### config.mk
export PLATFORM = sky130hd
export DESIGN_NAME = asr_slave
export DESIGN_NICKNAME = d
export VERILOG_FILES = /design/src/pkg/asr_pkg.sv /design/src/asr_fifo.sv /design/src/asr_slave.sv
export SDC_FILE = /design/constraint.sdc
export NUM_CORES = 1
export LEC_CHECK = 0
export ABC_AREA = 1
export BUFFER_PORTS_ARGS = -buffer_cell sky130_fd_sc_hd__buf_4
export CAP_MARGIN = 20
export CORE_MARGIN = 1
export CORE_UTILIZATION = 44
export CTS_BUF_LIST = sky130_fd_sc_hd__clkbuf_8
export DETAILED_ROUTE_END_ITERATION = 10
export MAX_ROUTING_LAYER = met4
export SYNTH_ARGS = -nofsm -noshare
export SYNTH_HDL_FRONTEND = slang
export SYNTH_HIERARCHICAL = 1
export SYNTH_SLANG_ARGS = --single-unit
### constraint.sdc
create_clock -name core_clk -period 32.6 [get_ports core_clk]
set_input_delay 4.89 -clock core_clk [delete_from_list [all_inputs] [get_ports core_clk]]
set_output_delay 4.89 -clock core_clk [all_outputs]
set_load 0.02 [all_outputs]
### src/pkg/asr_pkg.sv
// shared constants and types of the ascii read slave
// assumes byte-wide character streams on a single core clock
package asr_pkg;
	// frame characters
	localparam logic [7:0] CH_START = 8'h5e;
	localparam logic [7:0] CH_END = 8'h26;
	localparam logic [7:0] CH_SLASH = 8'h2f;
	localparam logic [7:0] CH_MINUS = 8'h2d;
	localparam logic [7:0] CH_ZERO = 8'h30;
	localparam logic [7:0] CH_NINE = 8'h39;
	localparam logic [7:0] CH_RD = 8'h52;
	localparam logic [7:0] CH_RD_OK = 8'h72;
	localparam logic [7:0] CH_ERR = 8'h45;
	// request character positions, start mark at 0
	localparam logic [3:0] P_DST = 4'h1;
	localparam logic [3:0] P_SRC = 4'h3;
	localparam logic [3:0] P_FC = 4'h5;
	localparam logic [3:0] P_START = 4'h6;
	localparam logic [3:0] P_START_LAST = 4'ha;
	localparam logic [3:0] P_CNT = 4'hb;
	localparam logic [3:0] P_CNT_LAST = 4'hd;
	localparam logic [3:0] P_END = 4'he;
	// reply header: mark, addresses, function, start, count
	localparam logic [3:0] HDR_LAST = 4'hd;
	localparam logic [3:0] NCH_DIGITS_LAST = 4'h3;
	localparam logic [3:0] POW_LAST = 4'h9;
	localparam logic [14:0] MAX_CHARS = 15'd9999;
	localparam logic [16:0] MAX_START = 17'd65535;
	localparam logic [6:0] ADDR_NONE = 7'h00;
	localparam logic [6:0] ADDR_MAX = 7'd99;
	localparam int FIFO_DEPTH = 8;
	// value types of the output variables
	typedef enum logic [2:0] {
		T_BOOL, T_SINT, T_INT, T_DINT, T_USINT, T_UINT, T_UDINT
	} asr_vtype_type;
endpackage : asr_pkg

### src/asr_fifo.sv
// small fifo with registered read side
// assumes both sides on core_clk, synchronous active high reset
`timescale 1ns/1ps
module asr_fifo #(
	parameter int WIDTH = 8,
	parameter int DEPTH = 8
) (
	input wire logic core_clk,
	input wire logic srst,
	input wire logic in_valid,
	input wire logic [WIDTH-1:0] in_data,
	output logic in_ready,
	output logic out_valid,
	output logic [WIDTH-1:0] out_data,
	input wire logic out_ready
);
	localparam int AW = $clog2(DEPTH);
	localparam int CW = $clog2(DEPTH + 1);
	localparam logic [CW-1:0] CNT_FULL = CW'(DEPTH);
	localparam logic [AW-1:0] PTR_LAST = AW'(DEPTH - 1);

	logic [WIDTH-1:0] mem_r [0:DEPTH-1];
	logic [AW-1:0] wr_ptr_r;
	logic [AW-1:0] rd_ptr_r;
	logic [CW-1:0] cnt_r;
	logic out_valid_r;
	logic [WIDTH-1:0] out_data_r;
	logic wr_en;
	logic rd_en;

	// out stage refills whenever it empties or is taken
	assign in_ready = (cnt_r != CNT_FULL);
	assign wr_en = in_valid && in_ready;
	assign rd_en = (cnt_r != '0) && (!out_valid_r || out_ready);
	assign out_valid = out_valid_r;
	assign out_data = out_data_r;

	always_ff @(posedge core_clk) begin
		if (wr_en) begin
			mem_r[wr_ptr_r] <= in_data;
		end
	end

	always_ff @(posedge core_clk) begin
		if (srst) begin
			wr_ptr_r <= '0;
			rd_ptr_r <= '0;
			cnt_r <= '0;
		end else begin
			if (wr_en) begin
				wr_ptr_r <= (wr_ptr_r == PTR_LAST) ? '0 : wr_ptr_r + 1'b1;
			end
			if (rd_en) begin
				rd_ptr_r <= (rd_ptr_r == PTR_LAST) ? '0 : rd_ptr_r + 1'b1;
			end
			if (wr_en && !rd_en) begin
				cnt_r <= cnt_r + 1'b1;
			end else if (rd_en && !wr_en) begin
				cnt_r <= cnt_r - 1'b1;
			end
		end
	end

	always_ff @(posedge core_clk) begin
		if (srst) begin
			out_valid_r <= 1'b0;
			out_data_r <= '0;
		end else if (rd_en) begin
			out_valid_r <= 1'b1;
			out_data_r <= mem_r[rd_ptr_r];
		end else if (out_ready) begin
			out_valid_r <= 1'b0;
		end
	end
endmodule : asr_fifo

### src/asr_slave.sv
// ascii read slave: parses read requests, builds framed decimal replies
// assumes rx bytes from a uart on core_clk and a variable table answering
// var_req with var_ack, entries already ordered by ascending byte offset
//
// Functional notes
// - request is mark, dest2, src2, R, start5, count3, end mark.
// - caret starts every frame; receiver restarts on it.
// - addresses 01..99; reply swaps destination and source.
// - start field is five digits, 00000 to 65535.
// - count field is three digits, 000 to 999.
// - ampersand ends every frame in both directions.
// - replies only follow a received request, never unsolicited.
// - reply header, four-digit character count, data, end mark.
// - good reply carries lowercase r.
// - faulty request answered with uppercase E.
// - character count includes slashes, excludes ampersand, 0000..9999.
// - values separated by one slash, counted as data.
// - decimal values without leading zeros, variable length.
// - error reply: E, 00000, 000, 0000, no data, end mark.
// - start plus count beyond configured variables is faulty.
// - request indexes count variables from 0, not byte offsets.
// - variables sent in ascending offset order.
// - bool as 1 or 0; integers as signed or unsigned decimal.
// - power-up string always goes out at 9600 baud; pwrup_rate drops once the first reply's end mark enters the tx queue.
`timescale 1ns/1ps
module asr_slave #(
	parameter int NVAR_W = 16
) (
	input wire logic core_clk,
	input wire logic srst,
	input wire logic [6:0] station_addr,
	input wire logic [NVAR_W-1:0] var_total,
	input wire logic rx_valid,
	input wire logic [7:0] rx_data,
	output logic var_req,
	output logic [15:0] var_idx,
	input wire logic var_ack,
	input wire logic [31:0] var_value,
	input wire asr_pkg::asr_vtype_type var_type,
	output logic tx_valid,
	output logic [7:0] tx_data,
	input wire logic tx_ready,
	output logic pwrup_rate,
	output logic busy
);
	typedef enum {
		S_IDLE, S_LEN_REQ, S_LEN_WAIT, S_HDR, S_DAT_REQ, S_DAT_WAIT,
		S_SEP, S_SIGN, S_DIG, S_END
	} asr_state_type;

	function automatic logic is_dig(input logic [7:0] c);
		return (c >= asr_pkg::CH_ZERO) && (c <= asr_pkg::CH_NINE);
	endfunction : is_dig

	function automatic logic [31:0] pow10(input logic [3:0] p);
		logic [31:0] r;
		r = 32'h1;
		for (int k = 0; k < 10; k++) begin
			if (k < int'(p)) r = r * 32'ha;
		end
		return r;
	endfunction : pow10

	// {negative, magnitude} of a raw value by type
	function automatic logic [32:0] mag_of(input logic [31:0] v,
			input asr_pkg::asr_vtype_type t);
		logic [31:0] sx;
		logic neg;
		sx = v;
		neg = 1'b0;
		case (t)
			asr_pkg::T_BOOL: sx = {31'h0, v[0]};
			asr_pkg::T_SINT: sx = {{24{v[7]}}, v[7:0]};
			asr_pkg::T_INT: sx = {{16{v[15]}}, v[15:0]};
			asr_pkg::T_USINT: sx = {24'h0, v[7:0]};
			asr_pkg::T_UINT: sx = {16'h0, v[15:0]};
			default: sx = v;
		endcase
		neg = (t == asr_pkg::T_SINT || t == asr_pkg::T_INT
			|| t == asr_pkg::T_DINT) && sx[31];
		return {neg, neg ? (~sx + 32'h1) : sx};
	endfunction : mag_of

	function automatic logic [3:0] ndig(input logic [31:0] m);
		logic [3:0] n;
		n = 4'h1;
		for (int k = 1; k < 10; k++) begin
			if (m >= pow10(4'(k))) n = 4'(k + 1);
		end
		return n;
	endfunction : ndig

	function automatic logic [16:0] acc10(input logic [16:0] a, input logic [7:0] c);
		return 17'((a << 3) + (a << 1) + {13'h0, c[3:0]});
	endfunction : acc10

	asr_state_type state_r;
	logic [3:0] ppos_r;
	logic pbad_r;
	logic req_done_r;
	logic req_bad_r;
	logic [7:0] rq_r [0:15];
	logic [6:0] dst_r;
	logic [6:0] src_r;
	logic [16:0] start_r;
	logic [9:0] cnt_r;
	logic err_r;
	logic [3:0] hpos_r;
	logic [15:0] idx_r;
	logic [9:0] rem_r;
	logic [14:0] tot_r;
	logic first_r;
	logic var_req_r;
	logic [31:0] dig_val_r;
	logic [3:0] dig_pos_r;
	logic [3:0] dig_acc_r;
	logic dig_nch_r;
	logic neg_r;
	logic pwrup_rate_r;
	logic emit_v;
	logic [7:0] emit_b;
	logic fire;
	logic fifo_in_ready;
	logic dst_hit;
	logic req_err;
	logic dig_ge;
	logic [32:0] vm;

	assign vm = mag_of(var_value, var_type);
	assign dst_hit = (dst_r == station_addr);
	assign req_err = req_bad_r || src_r == asr_pkg::ADDR_NONE || src_r > asr_pkg::ADDR_MAX
		|| start_r > asr_pkg::MAX_START
		|| (start_r + 17'(cnt_r)) > 17'(var_total);
	assign dig_ge = dig_val_r >= pow10(dig_pos_r);
	assign fire = emit_v && fifo_in_ready;
	assign var_req = var_req_r;
	assign var_idx = idx_r;
	assign pwrup_rate = pwrup_rate_r;
	assign busy = (state_r != S_IDLE);

	// frame syntax tracking; a caret always restarts
	always_ff @(posedge core_clk) begin
		if (srst) begin
			ppos_r <= '0;
			pbad_r <= 1'b0;
			req_done_r <= 1'b0;
			req_bad_r <= 1'b0;
		end else begin
			req_done_r <= 1'b0;
			if (rx_valid) begin
				if (rx_data == asr_pkg::CH_START) begin
					ppos_r <= asr_pkg::P_DST;
					pbad_r <= 1'b0;
				end else if (ppos_r != '0) begin
					if (rx_data == asr_pkg::CH_END) begin
						req_done_r <= 1'b1;
						req_bad_r <= pbad_r || (ppos_r != asr_pkg::P_END);
						ppos_r <= '0;
					end else if (ppos_r == asr_pkg::P_END) begin
						pbad_r <= 1'b1;
					end else begin
						ppos_r <= ppos_r + 4'h1;
						if (ppos_r == asr_pkg::P_FC ? rx_data != asr_pkg::CH_RD
							: !is_dig(rx_data)) begin
							pbad_r <= 1'b1;
						end
					end
				end
			end
		end
	end

	// field capture and decimal accumulation
	always_ff @(posedge core_clk) begin
		if (srst) begin
			dst_r <= '0;
			src_r <= '0;
			start_r <= '0;
			cnt_r <= '0;
		end else if (rx_valid && ppos_r != '0 && ppos_r != asr_pkg::P_END) begin
			rq_r[ppos_r] <= rx_data;
			if (ppos_r == asr_pkg::P_DST) dst_r <= 7'(rx_data[3:0]);
			else if (ppos_r == asr_pkg::P_DST + 4'h1) dst_r <= 7'(acc10(17'(dst_r), rx_data));
			if (ppos_r == asr_pkg::P_SRC) src_r <= 7'(rx_data[3:0]);
			else if (ppos_r == asr_pkg::P_SRC + 4'h1) src_r <= 7'(acc10(17'(src_r), rx_data));
			if (ppos_r == asr_pkg::P_START) start_r <= 17'(rx_data[3:0]);
			else if (ppos_r > asr_pkg::P_START && ppos_r <= asr_pkg::P_START_LAST)
				start_r <= acc10(start_r, rx_data);
			if (ppos_r == asr_pkg::P_CNT) cnt_r <= 10'(rx_data[3:0]);
			else if (ppos_r > asr_pkg::P_CNT && ppos_r <= asr_pkg::P_CNT_LAST)
				cnt_r <= 10'(acc10(17'(cnt_r), rx_data));
		end
	end

	// byte to emit in each state
	always_comb begin
		emit_v = 1'b0;
		emit_b = asr_pkg::CH_ZERO;
		case (state_r)
			S_HDR: begin
				emit_v = 1'b1;
				case (hpos_r)
					4'h0: emit_b = asr_pkg::CH_START;
					4'h1: emit_b = rq_r[asr_pkg::P_SRC];
					4'h2: emit_b = rq_r[asr_pkg::P_SRC + 4'h1];
					4'h3: emit_b = rq_r[asr_pkg::P_DST];
					4'h4: emit_b = rq_r[asr_pkg::P_DST + 4'h1];
					4'h5: emit_b = err_r ? asr_pkg::CH_ERR : asr_pkg::CH_RD_OK;
					default: emit_b = err_r ? asr_pkg::CH_ZERO : rq_r[hpos_r];
				endcase
			end
			S_SEP: begin
				emit_v = 1'b1;
				emit_b = asr_pkg::CH_SLASH;
			end
			S_SIGN: begin
				emit_v = 1'b1;
				emit_b = asr_pkg::CH_MINUS;
			end
			S_DIG: begin
				emit_v = !dig_ge;
				emit_b = asr_pkg::CH_ZERO + {4'h0, dig_acc_r};
			end
			S_END: begin
				emit_v = 1'b1;
				emit_b = asr_pkg::CH_END;
			end
			default: begin
				emit_v = 1'b0;
			end
		endcase
	end

	// reply sequencing: length pass, header, count, data, end mark
	always_ff @(posedge core_clk) begin
		if (srst) begin
			state_r <= S_IDLE;
			err_r <= 1'b0;
			hpos_r <= '0;
			idx_r <= '0;
			rem_r <= '0;
			tot_r <= '0;
			first_r <= 1'b0;
			var_req_r <= 1'b0;
			neg_r <= 1'b0;
		end else begin
			var_req_r <= 1'b0;
			case (state_r)
				S_IDLE: begin
					// busy frames are dropped, no queue of requests
					if (req_done_r && dst_hit) begin
						err_r <= req_err;
						idx_r <= start_r[15:0];
						rem_r <= cnt_r;
						tot_r <= '0;
						first_r <= 1'b1;
						hpos_r <= '0;
						state_r <= (req_err || cnt_r == '0) ? S_HDR : S_LEN_REQ;
					end
				end
				// two passes over the table: count must precede the data
				S_LEN_REQ: begin
					var_req_r <= 1'b1;
					state_r <= S_LEN_WAIT;
				end
				S_LEN_WAIT: begin
					if (var_ack) begin
						tot_r <= tot_r + 15'(ndig(vm[31:0])) + 15'(vm[32]) + 15'(!first_r);
						first_r <= 1'b0;
						if (rem_r == 10'h1) begin
							idx_r <= start_r[15:0];
							rem_r <= cnt_r;
							state_r <= S_HDR;
						end else begin
							idx_r <= idx_r + 16'h1;
							rem_r <= rem_r - 10'h1;
							state_r <= S_LEN_REQ;
						end
					end
				end
				S_HDR: begin
					if (fire) begin
						hpos_r <= hpos_r + 4'h1;
						if (hpos_r == asr_pkg::HDR_LAST) begin
							// too long to count in four digits: count goes out as 0000 and no data follow
							if (tot_r > asr_pkg::MAX_CHARS) err_r <= 1'b1;
							first_r <= 1'b1;
							state_r <= S_DIG;
						end
					end
				end
				S_DAT_REQ: begin
					var_req_r <= 1'b1;
					state_r <= S_DAT_WAIT;
				end
				S_DAT_WAIT: begin
					if (var_ack) begin
						neg_r <= vm[32];
						state_r <= !first_r ? S_SEP : (vm[32] ? S_SIGN : S_DIG);
					end
				end
				S_SEP: begin
					if (fire) state_r <= neg_r ? S_SIGN : S_DIG;
				end
				S_SIGN: begin
					if (fire) state_r <= S_DIG;
				end
				S_DIG: begin
					if (fire && dig_pos_r == '0) begin
						if (dig_nch_r) begin
							state_r <= (err_r || rem_r == '0) ? S_END : S_DAT_REQ;
						end else if (rem_r == 10'h1) begin
							state_r <= S_END;
						end else begin
							idx_r <= idx_r + 16'h1;
							rem_r <= rem_r - 10'h1;
							first_r <= 1'b0;
							state_r <= S_DAT_REQ;
						end
					end
				end
				S_END: begin
					if (fire) state_r <= S_IDLE;
				end
				default: state_r <= S_IDLE;
			endcase
		end
	end

	// decimal digits by repeated subtraction of powers of ten
	always_ff @(posedge core_clk) begin
		if (srst) begin
			dig_val_r <= '0;
			dig_pos_r <= '0;
			dig_acc_r <= '0;
			dig_nch_r <= 1'b0;
		end else if (state_r == S_HDR && fire && hpos_r == asr_pkg::HDR_LAST) begin
			// fixed four digits with leading zeros
			dig_val_r <= (err_r || tot_r > asr_pkg::MAX_CHARS) ? '0 : 32'(tot_r);
			dig_pos_r <= asr_pkg::NCH_DIGITS_LAST;
			dig_acc_r <= '0;
			dig_nch_r <= 1'b1;
		end else if (state_r == S_DAT_WAIT && var_ack) begin
			// width from the value itself, so no leading zeros
			dig_val_r <= vm[31:0];
			dig_pos_r <= ndig(vm[31:0]) - 4'h1;
			dig_acc_r <= '0;
			dig_nch_r <= 1'b0;
		end else if (state_r == S_DIG) begin
			if (dig_ge) begin
				dig_val_r <= dig_val_r - pow10(dig_pos_r);
				dig_acc_r <= dig_acc_r + 4'h1;
			end else if (fire) begin
				dig_acc_r <= '0;
				if (dig_pos_r != '0) dig_pos_r <= dig_pos_r - 4'h1;
			end
		end
	end

	// uart holds 9600 baud until the end mark of the first reply enters the tx queue
	always_ff @(posedge core_clk) begin
		if (srst) pwrup_rate_r <= 1'b1;
		else if (state_r == S_END && fire) pwrup_rate_r <= 1'b0;
	end

	asr_fifo #(
		.WIDTH(8),
		.DEPTH(asr_pkg::FIFO_DEPTH)
	) u_txq (
		.core_clk(core_clk),
		.srst(srst),
		.in_valid(emit_v),
		.in_data(emit_b),
		.in_ready(fifo_in_ready),
		.out_valid(tx_valid),
		.out_data(tx_data),
		.out_ready(tx_ready)
	);
endmodule : asr_slave
[Yosys cells after proc, flatten, opt, wreduce, memory -nomap -nowiden]
Memories as Yosys holds them, arrays and structs flattened. A register that Yosys moved wholly into a read port is not among the register bits.
Cells that the tools add are included.
Operators by class
  $add $sub $neg: 26
  multiply operators: 34
  divide/modulo/power cells: 0
  magnitude comparators: 39
  eq/ne operators: 57
  shifts and indexed selects: 0
  muxes and demuxes: 253
  bitwise logic cells: 4
  reductions and logical operators: 88
Operators by type and width (count)
  2-to-1 mux 32 bit: 136
  multiplier 32 x 3 -> 31 bit (second input constant): 34
  >= comparator 32 bit: 19
  case mux 32 bit (10 select lines): 1
  2-to-1 mux 4 bit: 46
  equality test 32 x 3 -> 1 bit (second input constant): 5
  case mux 32 bit (5 select lines): 1
  equality test 32 x 4 -> 1 bit (second input constant): 3
  2-to-1 mux 16 bit: 6
  2-to-1 mux 10 bit: 8
  equality test 32 x 2 -> 1 bit (second input constant): 2
  equality test 32 x 5 -> 1 bit (second input constant): 2
  case mux 16 bit (3 select lines): 1
  case mux 8 bit (6 select lines): 1
  2-to-1 mux 15 bit: 3
  case mux 8 bit (5 select lines): 1
  2-to-1 mux 17 bit: 2
  adder 32 x 1 -> 32 bit (second input constant): 1
  equality test 32 x 1 -> 1 bit (second input constant): 1
  zero test 32 bit: 1
  NOT 32 bit: 1
  nonzero test 32 bit: 1
  subtractor 32 bit: 1
  adder 15 x 1 -> 15 bit: 2
  other kinds (76): 222
Storage, ports and cells
  register bits: 182
  latch bits: 0
  RAM bits: 192
  ROM bits: 0
  output and inout bits: 28
  memories: 2
Memories
  rq_r: words 16, bits a word 8, rd ports 5, clocked after Yosys merged registers in 1, wr ports 1, line asr_slave.sv:102  | logic [7:0] rq_r [0:15];
  u_txq.mem_r: words 8, bits a word 8, rd ports 1, clocked after Yosys merged registers in 1, wr ports 1, line asr_fifo.sv:22  | logic [WIDTH-1:0] mem_r [0:DEPTH-1];

[Longest topological paths before layout]
Gate-level depths: netlist of run 1.
  word-level depth: 96
  mapped depth: 112

[Modules after synthesis]
The synthesis of run 1 kept the hierarchy.
Modules (own cells, without submodules)
  asr_slave: instances 1, cells each 4111, area each 28771.3 µm², seq. area each 6786.5 µm²
  asr_fifo: instances 1, cells each 374, area each 3662.3 µm², seq. area each 2302.2 µm²

[Worst setup path after synthesis of run 1]
Ideal clock, no wire load.
  path kind: register to register
  start point: reg dig_pos_r[3]
  end point: reg u_txq.cnt_r[3]
  setup time: 0.070 ns
  arrival: 15.061 ns
  path slack: 17.469 ns
  stages on the path, launching flop included: 104
  path buffers: 2
  clock period less this slack: 15.131 ns
  path through: dfxtp_1 > buf_2 > nor2_8 > clkbuf_1 > o21ai_0 > ha_1 > inv_1 > nand2_1 > o21ai_1 > inv_1 > ha_1 > nand2_1 > inv_1 > fa_1 > o21ai_0 > inv_1 > ha_1 > ha_1 > [... 68 more ...] > inv_1 > nor3_1 > nand2_1 > inv_1 > a221oi_1 > nand3_2 > o21ai_2 > nand2_2 > inv_1 > ha_1 > inv_1 > ha_1 > or2_2 > nand2_1 > nand3_1 > nand2_1 > nand2_1 > a21oi_1
Between the ends
  longest elaborated chain between the ends: 27
  elaborated cells on any way between the ends: 38
Ends and longest elaborated chain
  start: declaration: line asr_slave.sv:115  | logic [3:0] dig_pos_r;
  start signal: assignment: line asr_slave.sv:340  | dig_pos_r <= asr_pkg::NCH_DIGITS_LAST;
  start signal: assignment: line asr_slave.sv:346  | dig_pos_r <= ndig(vm[31:0]) - 4'h1;
  start signal: assignment: line asr_slave.sv:355  | if (dig_pos_r != '0) dig_pos_r <= dig_pos_r - 4'h1;
  less-than comparator 1 x 4 -> 1 bit: line asr_slave.sv:59  | if (k < int'(p)) r = r * 32'ha;
  2-to-1 mux 4 bit: line asr_slave.sv:59
  multiplier 32 x 3 -> 31 bit: line asr_slave.sv:59
  2-to-1 mux 32 bit: line asr_slave.sv:59
  multiplier 32 x 3 -> 31 bit: line asr_slave.sv:59
  2-to-1 mux 32 bit: line asr_slave.sv:59
  multiplier 32 x 3 -> 31 bit: line asr_slave.sv:59
  2-to-1 mux 32 bit: line asr_slave.sv:59
  [... 13 more ...]
  zero test 1 bit *: line asr_slave.sv:221  | emit_v = !dig_ge;
  case mux 1 bit (2 select lines) *: line asr_slave.sv:199  | case (state_r)
  via emit_v: line asr_slave.sv:120  | logic emit_v;
  logical AND 1 bit *: line asr_fifo.sv:33  | assign wr_en = in_valid && in_ready;
  via u_txq.wr_en: line asr_fifo.sv:28  | logic wr_en;
  zero test 1 bit: line asr_fifo.sv:58  | end else if (rd_en && !wr_en) begin
  logical AND 1 bit: line asr_fifo.sv:58
  nonzero test 2 bit (no source line)
  end signal: assignment: line asr_fifo.sv:57  | cnt_r <= cnt_r + 1'b1;
  end signal: assignment: line asr_fifo.sv:59  | cnt_r <= cnt_r - 1'b1;
  end: declaration: line asr_fifo.sv:25  | logic [CW-1:0] cnt_r;
The timed path passes the listed nets; every way through them passes the cells marked *.
A chain may end at the register's enable or synchronous reset.

[Worst setup path in the final report of run 1]
  start point: reg dig_pos_r[3]
  end point: reg idx_r[10] (netlist: var_idx[10])
Between the ends
  longest elaborated chain between the ends: 27
  elaborated cells on any way between the ends: 37
Ends and longest elaborated chain
  less-than comparator 1 x 4 -> 1 bit: line asr_slave.sv:59
  2-to-1 mux 4 bit: line asr_slave.sv:59
  multiplier 32 x 3 -> 31 bit: line asr_slave.sv:59
  2-to-1 mux 32 bit: line asr_slave.sv:59
  multiplier 32 x 3 -> 31 bit: line asr_slave.sv:59
  2-to-1 mux 32 bit: line asr_slave.sv:59
  multiplier 32 x 3 -> 31 bit: line asr_slave.sv:59
  2-to-1 mux 32 bit: line asr_slave.sv:59
  [... 12 more ...]
  >= comparator 32 bit *: line asr_slave.sv:134  | assign dig_ge = dig_val_r >= pow10(dig_pos_r);
  zero test 1 bit *: line asr_slave.sv:221
  case mux 1 bit (2 select lines) *: line asr_slave.sv:199
  via emit_v: line asr_slave.sv:120
  logical AND 1 bit *: line asr_slave.sv:135  | assign fire = emit_v && fifo_in_ready;
  logical AND 1 bit *: line asr_slave.sv:309  | if (fire && dig_pos_r == '0) begin
  inequality test 2 bit (no source line) *
  AND reduction 6 bit (no source line) *
  end signal: assignment: line asr_slave.sv:271  | idx_r <= start_r[15:0];
  end signal: assignment: line asr_slave.sv:275  | idx_r <= idx_r + 16'h1;
  end signal: assignment: line asr_slave.sv:315  | idx_r <= idx_r + 16'h1;
  end: declaration: line asr_slave.sv:109  | logic [15:0] idx_r;
Marks and branches as above.

==> flow_summary.ini, run 1 <==
[outcome]
status = finished, final reports clean

[yosys]
synth-simple-area-share = 0.242
avgSynthCellArea_um2 = 7.23
synthMuxAreaShare = 0.00123
netlist_instances = 4485
yosys-top-cells-area = edfxtp_1 18%, ha_1 16%, nand2_1 11%, dfxtp_1 10%, a21oi_1 6.1%
synth_xor_area_frac = 0.0461
ys_async_sr_fraction = 0
ys_types = 80
synthAdderAreaFrac = 0.173
yosys_warnings = 6
ys_seq_area_frac = 0.280
synth_top_area_share = 0.178
synth-edff-count = 192
synth_top_family_by_area = simple AND/OR/NAND/NOR gates
synth_area_leader_cell = edfxtp_1
syn_area_um2 = 32400
ys_ff_latch = 358
synthFlopType = edfxtp_1
synth_compound_area_frac = 0.175

[final_layout]
drive_above_1_share = 0.0751
finalInstanceArea_um2 = 35400
multi_input_area_um2 = 20700
regArea_um2 = 9090
nFillCells = 7428
mostFrequentLayoutCells = 968 x nand2_1, 542 x inv_1, 415 x ha_1, 396 x a21oi_1, 377 x nor2_1
layout_commonest_cell = nand2_1
final_cells = 5596
nets = 5089
area_growth_syn_to_layout_pct = 9.13
final_util = 0.485

[cts]
cts_max_level = 3
cts_tree = done
cts_buffers = 70
clk_pin_slew_worst_paths_ps = 60
clkSinkCount = 358
clk_latency_ps = 680
clockBufferDepth = 3
cts_resized = 0
postCtsSetupBuffers = 0
cts-root-buf = clkbuf_8
cts_hold_buf = 0

[timing]
period_needed_ps = 18040
relSlewSlack = 0.327
max_freq_ghz = 0.0554
finalHoldViolCount = 0
finalSetupTns_ps = 0
period_share = 0.553
tightest_slew_ps = 999
setup_violations = 0
finalMaxSlewViolations = 0
rsz0062_at_grt = false
finClkSkew_ps = 39.6

[placed_design]
gp_congestion = 0.915
numPortBuffers = 98
place_inst = 5468
dpl.hpwl_um = 65200
placed_area_um2 = 34000

[die]
initial_core_util = 0.445
rows = 99
ios = 99
fp.dieW_um = 274
coreArea_um2 = 73000
die_area_um2 = 74800
die_h_um = 274

[setup_path]
start_kind = flip-flop
required_ps = 33100
cp_num_buf_inv = 16
slowest_stage = nand3_2
arrival_ps = 18540
crit_path_frequent_cell = nand2_1
critical_path.max_stage_delay_ps = 690
cpLargestDelayFamily = simple AND/OR/NAND/NOR gates
worst-path-max-fanout = 52
end_kind = flip-flop
path_class = flip-flop to flip-flop

[grt]
grt_pass1_vias = 28100
grt-ovfl-total = 0
grt_pass1_wl_um = 142000
gr-usage-all-layers = 0.236
grt_max_degree = 71
antenna_found_initial = 2

[detailed_routing]
drt_wl_total_um = 85700
initialDrtViolationCount = 1927
vias_per_cell = 5.31
num_vias = 29700
routedWlPerCell_um = 15.3
drc = 0
antenna_left = 0
drt_pass1_iterations = 7

[pwr]
powerDensity_nw_per_um2 = 67.4
ir_drop_v = 0.0000589
p_leak_nw = 17.1

[worst_hold_path]
hold_path_class = flip-flop to flip-flop

[run]
cap_violations = 0
per-layer routing:
metal,global-route usage,part of all wire,vias to the layer above
li1,-,-,15400
met1,0.328,0.50,13500
met2,0.367,0.44,655
met3,0.0268,0.048,113
met4,0.0554,0.017,0
met5,-,0,-
state kept, by name (all words and copies together), names as in the netlist, 7 cells and up, named ones only:
name            count
dst_r               7
rem_r              10
var_idx            16
tot_r              15
rq_r              128
cnt_r              10
u_txq/mem_r        64
start_r            17
u_txq/out_data      8
dig_val_r          32
src_r               7
final timing paths:
kind	from	endpoint	slack [ps]	depth (start not counted)
setup reg to reg	dig_pos_r[3]$_SDFFE_PP0P_	var_idx[10]$_SDFFE_PP0P_	14560	99
setup / recovery	dig_pos_r[3]$_SDFFE_PP0P_	var_idx[10]$_SDFFE_PP0P_	14560	99
hold reg to reg	u_txq/out_data[1]$_SDFFE_PP0P_	u_txq/out_data[1]$_SDFFE_PP0P_	460	2
hold / removal	u_txq/out_data[1]$_SDFFE_PP0P_	u_txq/out_data[1]$_SDFFE_PP0P_	460	2
cell usage after synthesis (13+ instances only):
cell / count
nor2_1: 379
nand2_1: 968
nor4_1: 15
clkbuf_1: 80
nand2_2: 18
ha_1: 415
o211ai_1: 41
o221ai_1: 15
o21ai_1: 43
a21oi_1: 396
nor3_1: 63
nand3_1: 261
a31oi_1: 46
or2_2: 30
inv_1: 523
xnor2_1: 59
a21o_1: 15
o21bai_1: 15
fa_1: 21
nor2_2: 18
xor2_1: 103
o22ai_1: 25
a211oi_1: 13
nand4_1: 42
dfxtp_1: 166
o21ai_0: 354
edfxtp_1: 192
through the flow:
stage | total power, W | hold WS (ps) | setup slack, ps
after detailed placement | 0.00193 | 456 | 14600
after global routing | 0.00262 | 477 | 12600
after CTS | 0.00239 | 465 | 14540
after global placement | 0.00193 | 453 | 14920
final | 0.00238 | 463 | 14560
after floorplan | 0.00163 | 439 | 17470
where the power goes:
group | switching [W] | internal, W
sequential | 0.0000388 | 0.000528
combinational | 0.000879 | 0.000495
clock | 0.000211 | 0.000232
cell families after synthesis:
group / after synthesis
AO/OA/AOI/OAI: 1021
buffers and inverters: 661
other: 1
AND/OR/NAND/NOR: 1838
XOR/XNOR: 166
flip-flops: 358
multiplexers: 4
adder cells (fa/ha/maj): 436
tightest hold or removal path, delay by kind of cell (launching register included):
kind	cells	cell delay, ps
compound gates	1	50
simple gates	1	60
flops	1	310
final cells by class:
| cell class | instances | area share |
|---|---|---|
| repair buffers | 126 | 0.0267 |
| clock buffers | 75 | 0.0292 |
| inverters | 544 | 0.0582 |
| flip-flops and latches | 358 | 0.257 |
| diodes | 2 | 0.000141 |
| clock inverters | 50 | 0.00919 |
| multi-input cells | 3482 | 0.586 |
| well taps | 959 | 0.0339 |
(Power assumes the default switching activity.)
==> run 2, diff against run 1 <==
--- a/config.mk
+++ b/config.mk
@@ -5,7 +5,7 @@
 export SDC_FILE = /design/constraint.sdc
 export NUM_CORES = 1
 export LEC_CHECK = 0
-export ABC_AREA = 1
+export ABC_AREA = 0
 export BUFFER_PORTS_ARGS = -buffer_cell sky130_fd_sc_hd__buf_4
 export CAP_MARGIN = 20
 export CORE_MARGIN = 1
==> constraint.sdc (replaced) <==
create_clock -name core_clk -period 15.7 [get_ports core_clk]
set_input_delay 2.355 -clock core_clk [delete_from_list [all_inputs] [get_ports core_clk]]
set_output_delay 2.355 -clock core_clk [all_outputs]
set_load 0.02 [all_outputs]
==> run 2 against run 1 <==
Synthesized area shrank 2.9%; clock skew is 29 ps higher; sequential share of layout area shrank 1.9 points; critical path type unchanged.
==> flow_summary.ini, run 2 <==
[setup_path]
start_kind = flip-flop
end_kind = flip-flop
slowest_stage = fa_2
r2r_setup_slack_ps = 730
timing.rr.end = u_txq/cnt_r[3]$_SDFFE_PP0P_
cp_num_buf_inv = 10
critical_path.max_stage_delay_ps = 510
cpLargestDelayFamily = adder cells
arrival_ps = 15500
worstSetupStartpoint = dig_pos_r[0]$_SDFFE_PP0P_
worst-path-max-fanout = 7
reg2reg_depth = 80
required_ps = 16230
r2r-start = dig_pos_r[0]$_SDFFE_PP0P_
crit_path_frequent_cell = ha_1
cp_num_cells = 80
endpoint = u_txq/cnt_r[3]$_SDFFE_PP0P_
path_class = flip-flop to flip-flop

[cts]
cts_buffers = 66
cts_tree = done
cts_max_level = 3
clk_latency_ps = 670
cts-root-buf = clkbuf_8
clk_pin_slew_worst_paths_ps = 60
clkSinkCount = 358
cts_hold_buf = 0
clockBufferDepth = 3

[yosys]
syn_area_um2 = 31500
yosysMostFrequentCell = ha_1
yosys-top-cells-area = edfxtp_1 18%, ha_1 16%, dfxtp_1 11%, a21oi_1 4.7%, mux4_2 4.0%
ys_seq_area_frac = 0.289
synth_common_cells = 415 x ha_1, 325 x nor2_1, 304 x nand2_1
synth_area_leader_cell = edfxtp_1
synthFlopType = edfxtp_1
synth-edff-count = 192
ys_types = 105
synth_top_area_share = 0.183
avgSynthCellArea_um2 = 8.90
ys_ff_latch = 358
yosys_warnings = 6
netlist_instances = 3540
ys_async_sr_fraction = 0

[timing]
finalMaxSlewViolations = 0
relSlewSlack = 0.265
setup_violations = 0
tightest_slew_ps = 1100
max_freq_ghz = 0.0668
period_share = 0.954
period_needed_ps = 14970
hold_slack_ps = 464
finClkSkew_ps = 68.1
finalHoldViolCount = 0

[final_layout]
regArea_um2 = 9090
drive_above_1_share = 0.219
reg.largest.list = rq_r: 128 flops, u_txq/mem_r: 64 flops, dig_val_r: 32 flops
area_growth_syn_to_layout_pct = 21.6
regMostFlops = rq_r
layout_commonest_cell = buf_4
largest_reg_flops = 128
nFillCells = 6519
final_cells = 4964
nets = 4485
multi_input_area_um2 = 22500
mostFrequentLayoutCells = 494 x buf_4, 363 x ha_1, 321 x nor2_1, 302 x nand2_1, 252 x a21oi_1

[pwr]
p_leak_nw = 17.3
powerDensity_nw_per_um2 = 110
ir_drop_v = 0.000135
power_w = 0.00420

[detailed_routing]
routedWlPerCell_um = 17.7
vias_per_cell = 5.63
drt_wl_total_um = 87700
drc = 0
num_vias = 27900
drt_pass1_iterations = 6
antenna_left = 0
initialDrtViolationCount = 1685

[die]
die_h_um = 270
coreArea_um2 = 70400
rows = 97
initial_core_util = 0.447
ios = 99
fp.dieW_um = 270
die_area_um2 = 72600

[grt]
grt_pass1_wl_um = 140000
antenna_found_initial = 1
gr-usage-all-layers = 0.242
grt-ovfl-total = 0
grt_max_degree = 82
grt_pass1_vias = 27300

[worst_hold_path]
hold_path_class = flip-flop to flip-flop

[run]
cap_violations = 0

[placed_design]
numPortBuffers = 98
gp_congestion = 0.928
dpl.hpwl_um = 66100
place_inst = 4827

[outcome]
status = finished, final reports clean
## run 2: cell families (layout without fill, tap and decap cells)
family / Yosys count / count (layout) / synth area share
simple gates: 1112 / 1112 / 0.169
compound gates: 1027 / 1027 / 0.211
xor+xnor: 225 / 225 / 0.0630
mux: 99 / 99 / 0.0548
other cells: 1 / 18 / 0.000119
buf+inv: 281 / 748 / 0.0350
fa+ha+maj: 437 / 437 / 0.179
flops: 358 / 358 / 0.289
## run 2: worst min-delay path, stage by stage, from the launching register on
cell and delay, ps:
dfxtp_1 310, nand2_1 50, a21oi_1 50
## run 2: how the worst min path moves through the flow
stage                     depth (start not counted)                  startpoint  slack [ps]                         end
after floorplan                                   2  dig_val_r[15]$_SDFFE_PP0P_         440  dig_val_r[15]$_SDFFE_PP0P_
after global placement                            1         pbad_r$_SDFFE_PP0P_         450         pbad_r$_SDFFE_PP0P_
after detailed placement                          2  dig_val_r[17]$_SDFFE_PP0P_         450  dig_val_r[17]$_SDFFE_PP0P_
after CTS                                         2  dig_val_r[17]$_SDFFE_PP0P_         470  dig_val_r[17]$_SDFFE_PP0P_
after global routing                              2  dig_val_r[16]$_SDFFE_PP0P_         490  dig_val_r[16]$_SDFFE_PP0P_
final                                             2  dig_val_r[17]$_SDFFE_PP0P_         460  dig_val_r[17]$_SDFFE_PP0P_
## run 2: timing repair
action / in CTS / in global routing
resized for setup: 29 / 176
setup buffers: 3 / 20
setup endpoints to repair: 52 / 142
pin swaps: 10 / 73
## run 2: layout make-up
type,instances,share of cell area
Multi-Input combinational cell,2917,0.587
Sequential cell,358,0.238
Timing Repair Buffer,498,0.0990
Tap cell,940,0.0307
Clock buffer,69,0.0248
Inverter,137,0.0135
Clock inverter,44,0.00781
Antenna cell,1,0.0000654
## run 2: power breakdown
group          leakage [nW]  switching, W  internal, W
sequential             3.10     0.0000792      0.00107
combinational          13.5       0.00119     0.000990
clock                 0.709      0.000426     0.000438
## run 2: per-stage QoR
step,utilization,cell area [um^2],worst slack (ps),setup TNS (ps)
after detailed placement,0.509,35800,-421,-4260
after global routing,0.544,38300,-139,-301
after global placement,0.509,35800,-130,-152
final,0.544,38300,726,0
after CTS,0.528,37200,12.7,0
after floorplan,-,31600,35.7,0
## run 2: routing by layer
layer,up-vias,global-route usage,routed length (um)
li1,14100,-,-
met1,13300,0.305,39900
met2,478,0.411,43000
met3,125,0.0254,2730
met4,0,0.0659,2060
met5,-,-,0
==> run 3, diff against run 2 <==
--- a/config.mk
+++ b/config.mk
@@ -13,6 +13,7 @@
 export CTS_BUF_LIST = sky130_fd_sc_hd__clkbuf_8
 export DETAILED_ROUTE_END_ITERATION = 10
 export MAX_ROUTING_LAYER = met4
+export RECOVER_POWER = 50
 export SYNTH_ARGS = -nofsm -noshare
 export SYNTH_HDL_FRONTEND = slang
 export SYNTH_HIERARCHICAL = 1
==> run 3 against run 2 <==
The run now ends with max-capacitance violations, max-slew violations left; global-route usage is the same; sequential power about the same; sequential share of layout area up 0.097 points; largest cell class unchanged.
==> flow_summary.ini, run 3 (synthesis gave the netlist of run 2 again) <==
[setup_path]
cpLargestDelayFamily = adder cells
start_kind = flip-flop
critical_path.max_stage_delay_ps = 380
worst-path-max-fanout = 6
slowest_stage = ha_1
required_ps = 16230
path_class = flip-flop to flip-flop
end_kind = flip-flop
arrival_ps = 15490
cp_num_buf_inv = 9

[timing]
finalSetupTns_ps = 0
finClkSkew_ps = 68.6
period_needed_ps = 14960
hold_slack_ps = 465
setup_violations = 0
max_freq_ghz = 0.0668
period_share = 0.953
relSlewSlack = -0.847
tightest_slew_ps = 2770
finalMaxSlewViolations = 62
finalHoldViolCount = 0

[grt]
grt_pass1_wl_um = 140000
grt-ovfl-total = 0
gr-usage-all-layers = 0.242
grt_max_degree = 82
grt_pass1_vias = 27300
antenna_found_initial = 1

[placed_design]
numPortBuffers = 98
place_inst = 4827
dpl.hpwl_um = 66100
gp_congestion = 0.928
placed_area_um2 = 35800

[detailed_routing]
initialDrtViolationCount = 1695
num_vias = 28000
antenna_left = 0
drt_pass1_iterations = 9
routedWlPerCell_um = 17.7
drt_wl_total_um = 87900
vias_per_cell = 5.64
drc = 0

[final_layout]
regMostFlops = rq_r
layout_commonest_cell = buf_4
mostFrequentLayoutCells = 461 x buf_4, 363 x ha_1, 321 x nor2_1, 302 x nand2_1, 254 x a21oi_1
nets = 4485
final_cells = 4964
largest_reg_flops = 128
drive_above_1_share = 0.210
finalInstanceArea_um2 = 38100
reg.largest.list = rq_r: 128 flops, u_txq/mem_r: 64 flops, dig_val_r: 32 flops
area_growth_syn_to_layout_pct = 21.1

[outcome]
status = finished with violations
violations = max-capacitance violations, max-slew violations

[cts]
cts_tree = done
cts_buffers = 66
clk_pin_slew_worst_paths_ps = 60
clk_latency_ps = 670
clockBufferDepth = 3
cts_max_level = 3
cts-root-buf = clkbuf_8
clkSinkCount = 358

[pwr]
intPower_w = 0.00249
seqPwrFrac = 0.275
p_sw_frac = 0.406
p_comb_frac = 0.518
powerDensity_nw_per_um2 = 110
ir_drop_v = 0.000136
power_w = 0.00419
power.switching_w = 0.00170
p_leak_nw = 17.2
p_clk_frac = 0.206

[die]
coreArea_um2 = 70400
ios = 99
initial_core_util = 0.447
die_area_um2 = 72600
rows = 97
die_h_um = 270
fp.dieW_um = 270

[run]
cap_violations = 2

[worst_hold_path]
hold_path_class = flip-flop to flip-flop
## run 3: cell types whose count changed in the layout (fill, tap and decap cells not counted), moves of 2 or more
cell	change
a21oi_1	+2
a21oi_2	-2
buf_4	-33
clkbuf_1	+33
## run 3: layer usage
layer | global-route usage | wire length, um | vias to the layer above
li1 | - | - | 14100
met1 | 0.305 | 40000 | 13300
met2 | 0.411 | 43000 | 480
met3 | 0.0254 | 2820 | 130
met4 | 0.0659 | 2070 | 0
met5 | - | 0 | -
## run 3: worst register-to-register path, delay by kind of cell (launching register included)
family          cells  cell delay, ps
compound gates     30            5060
xor+xnor            8            1220
fa+ha+maj          19            5080
buf+inv             9             790
flops               1             340
mux                 3             790
simple gates       13            1580
## run 3: timing repair
item | in CTS | in global routing
pin swaps | 10 | 73
buffers inserted | 3 | 20
hold buffers | 0 | 0
endpoints found under the setup margin | 52 | 142
gates resized for setup | 29 | 176
## run 3: final timing paths
kind,end,depth (start not counted),start,slack (ps)
max,u_txq/cnt_r[3]$_SDFFE_PP0P_,82,dig_pos_r[0]$_SDFFE_PP0P_,740
min,dig_val_r[17]$_SDFFE_PP0P_,2,dig_val_r[17]$_SDFFE_PP0P_,460
max reg2reg,u_txq/cnt_r[3]$_SDFFE_PP0P_,82,dig_pos_r[0]$_SDFFE_PP0P_,740
min reg2reg,dig_val_r[17]$_SDFFE_PP0P_,2,dig_val_r[17]$_SDFFE_PP0P_,460
## run 3: area by class of cell
type	count	area [um^2]
tap	940	1180
clock inverter	44	299
inverter	137	515
fill	6555	32300
multi-input combinational	2917	22400
clock buffer	69	950
sequential	358	9090
antenna	1	2.50
timing repair buffer	498	3660
## run 3: power groups by stage
stage	Clock, W	Combinational, W	Sequential, W
after floorplan	0	0.00149	0.00115
after global placement	0	0.00211	0.00117
after detailed placement	0	0.00210	0.00117
after CTS	0.000886	0.00213	0.00115
after global routing	0.000928	0.00240	0.00116
final	0.000864	0.00217	0.00115
## run 3: through the flow
| stage | setup slack (ps) | util |
|---|---|---|
| finish | 738 | 0.542 |
| global placement | -130 | 0.509 |
| detailed placement | -421 | 0.509 |
| floorplan | 35.7 | - |
| global route | -139 | 0.542 |
| CTS | 12.7 | 0.528 |
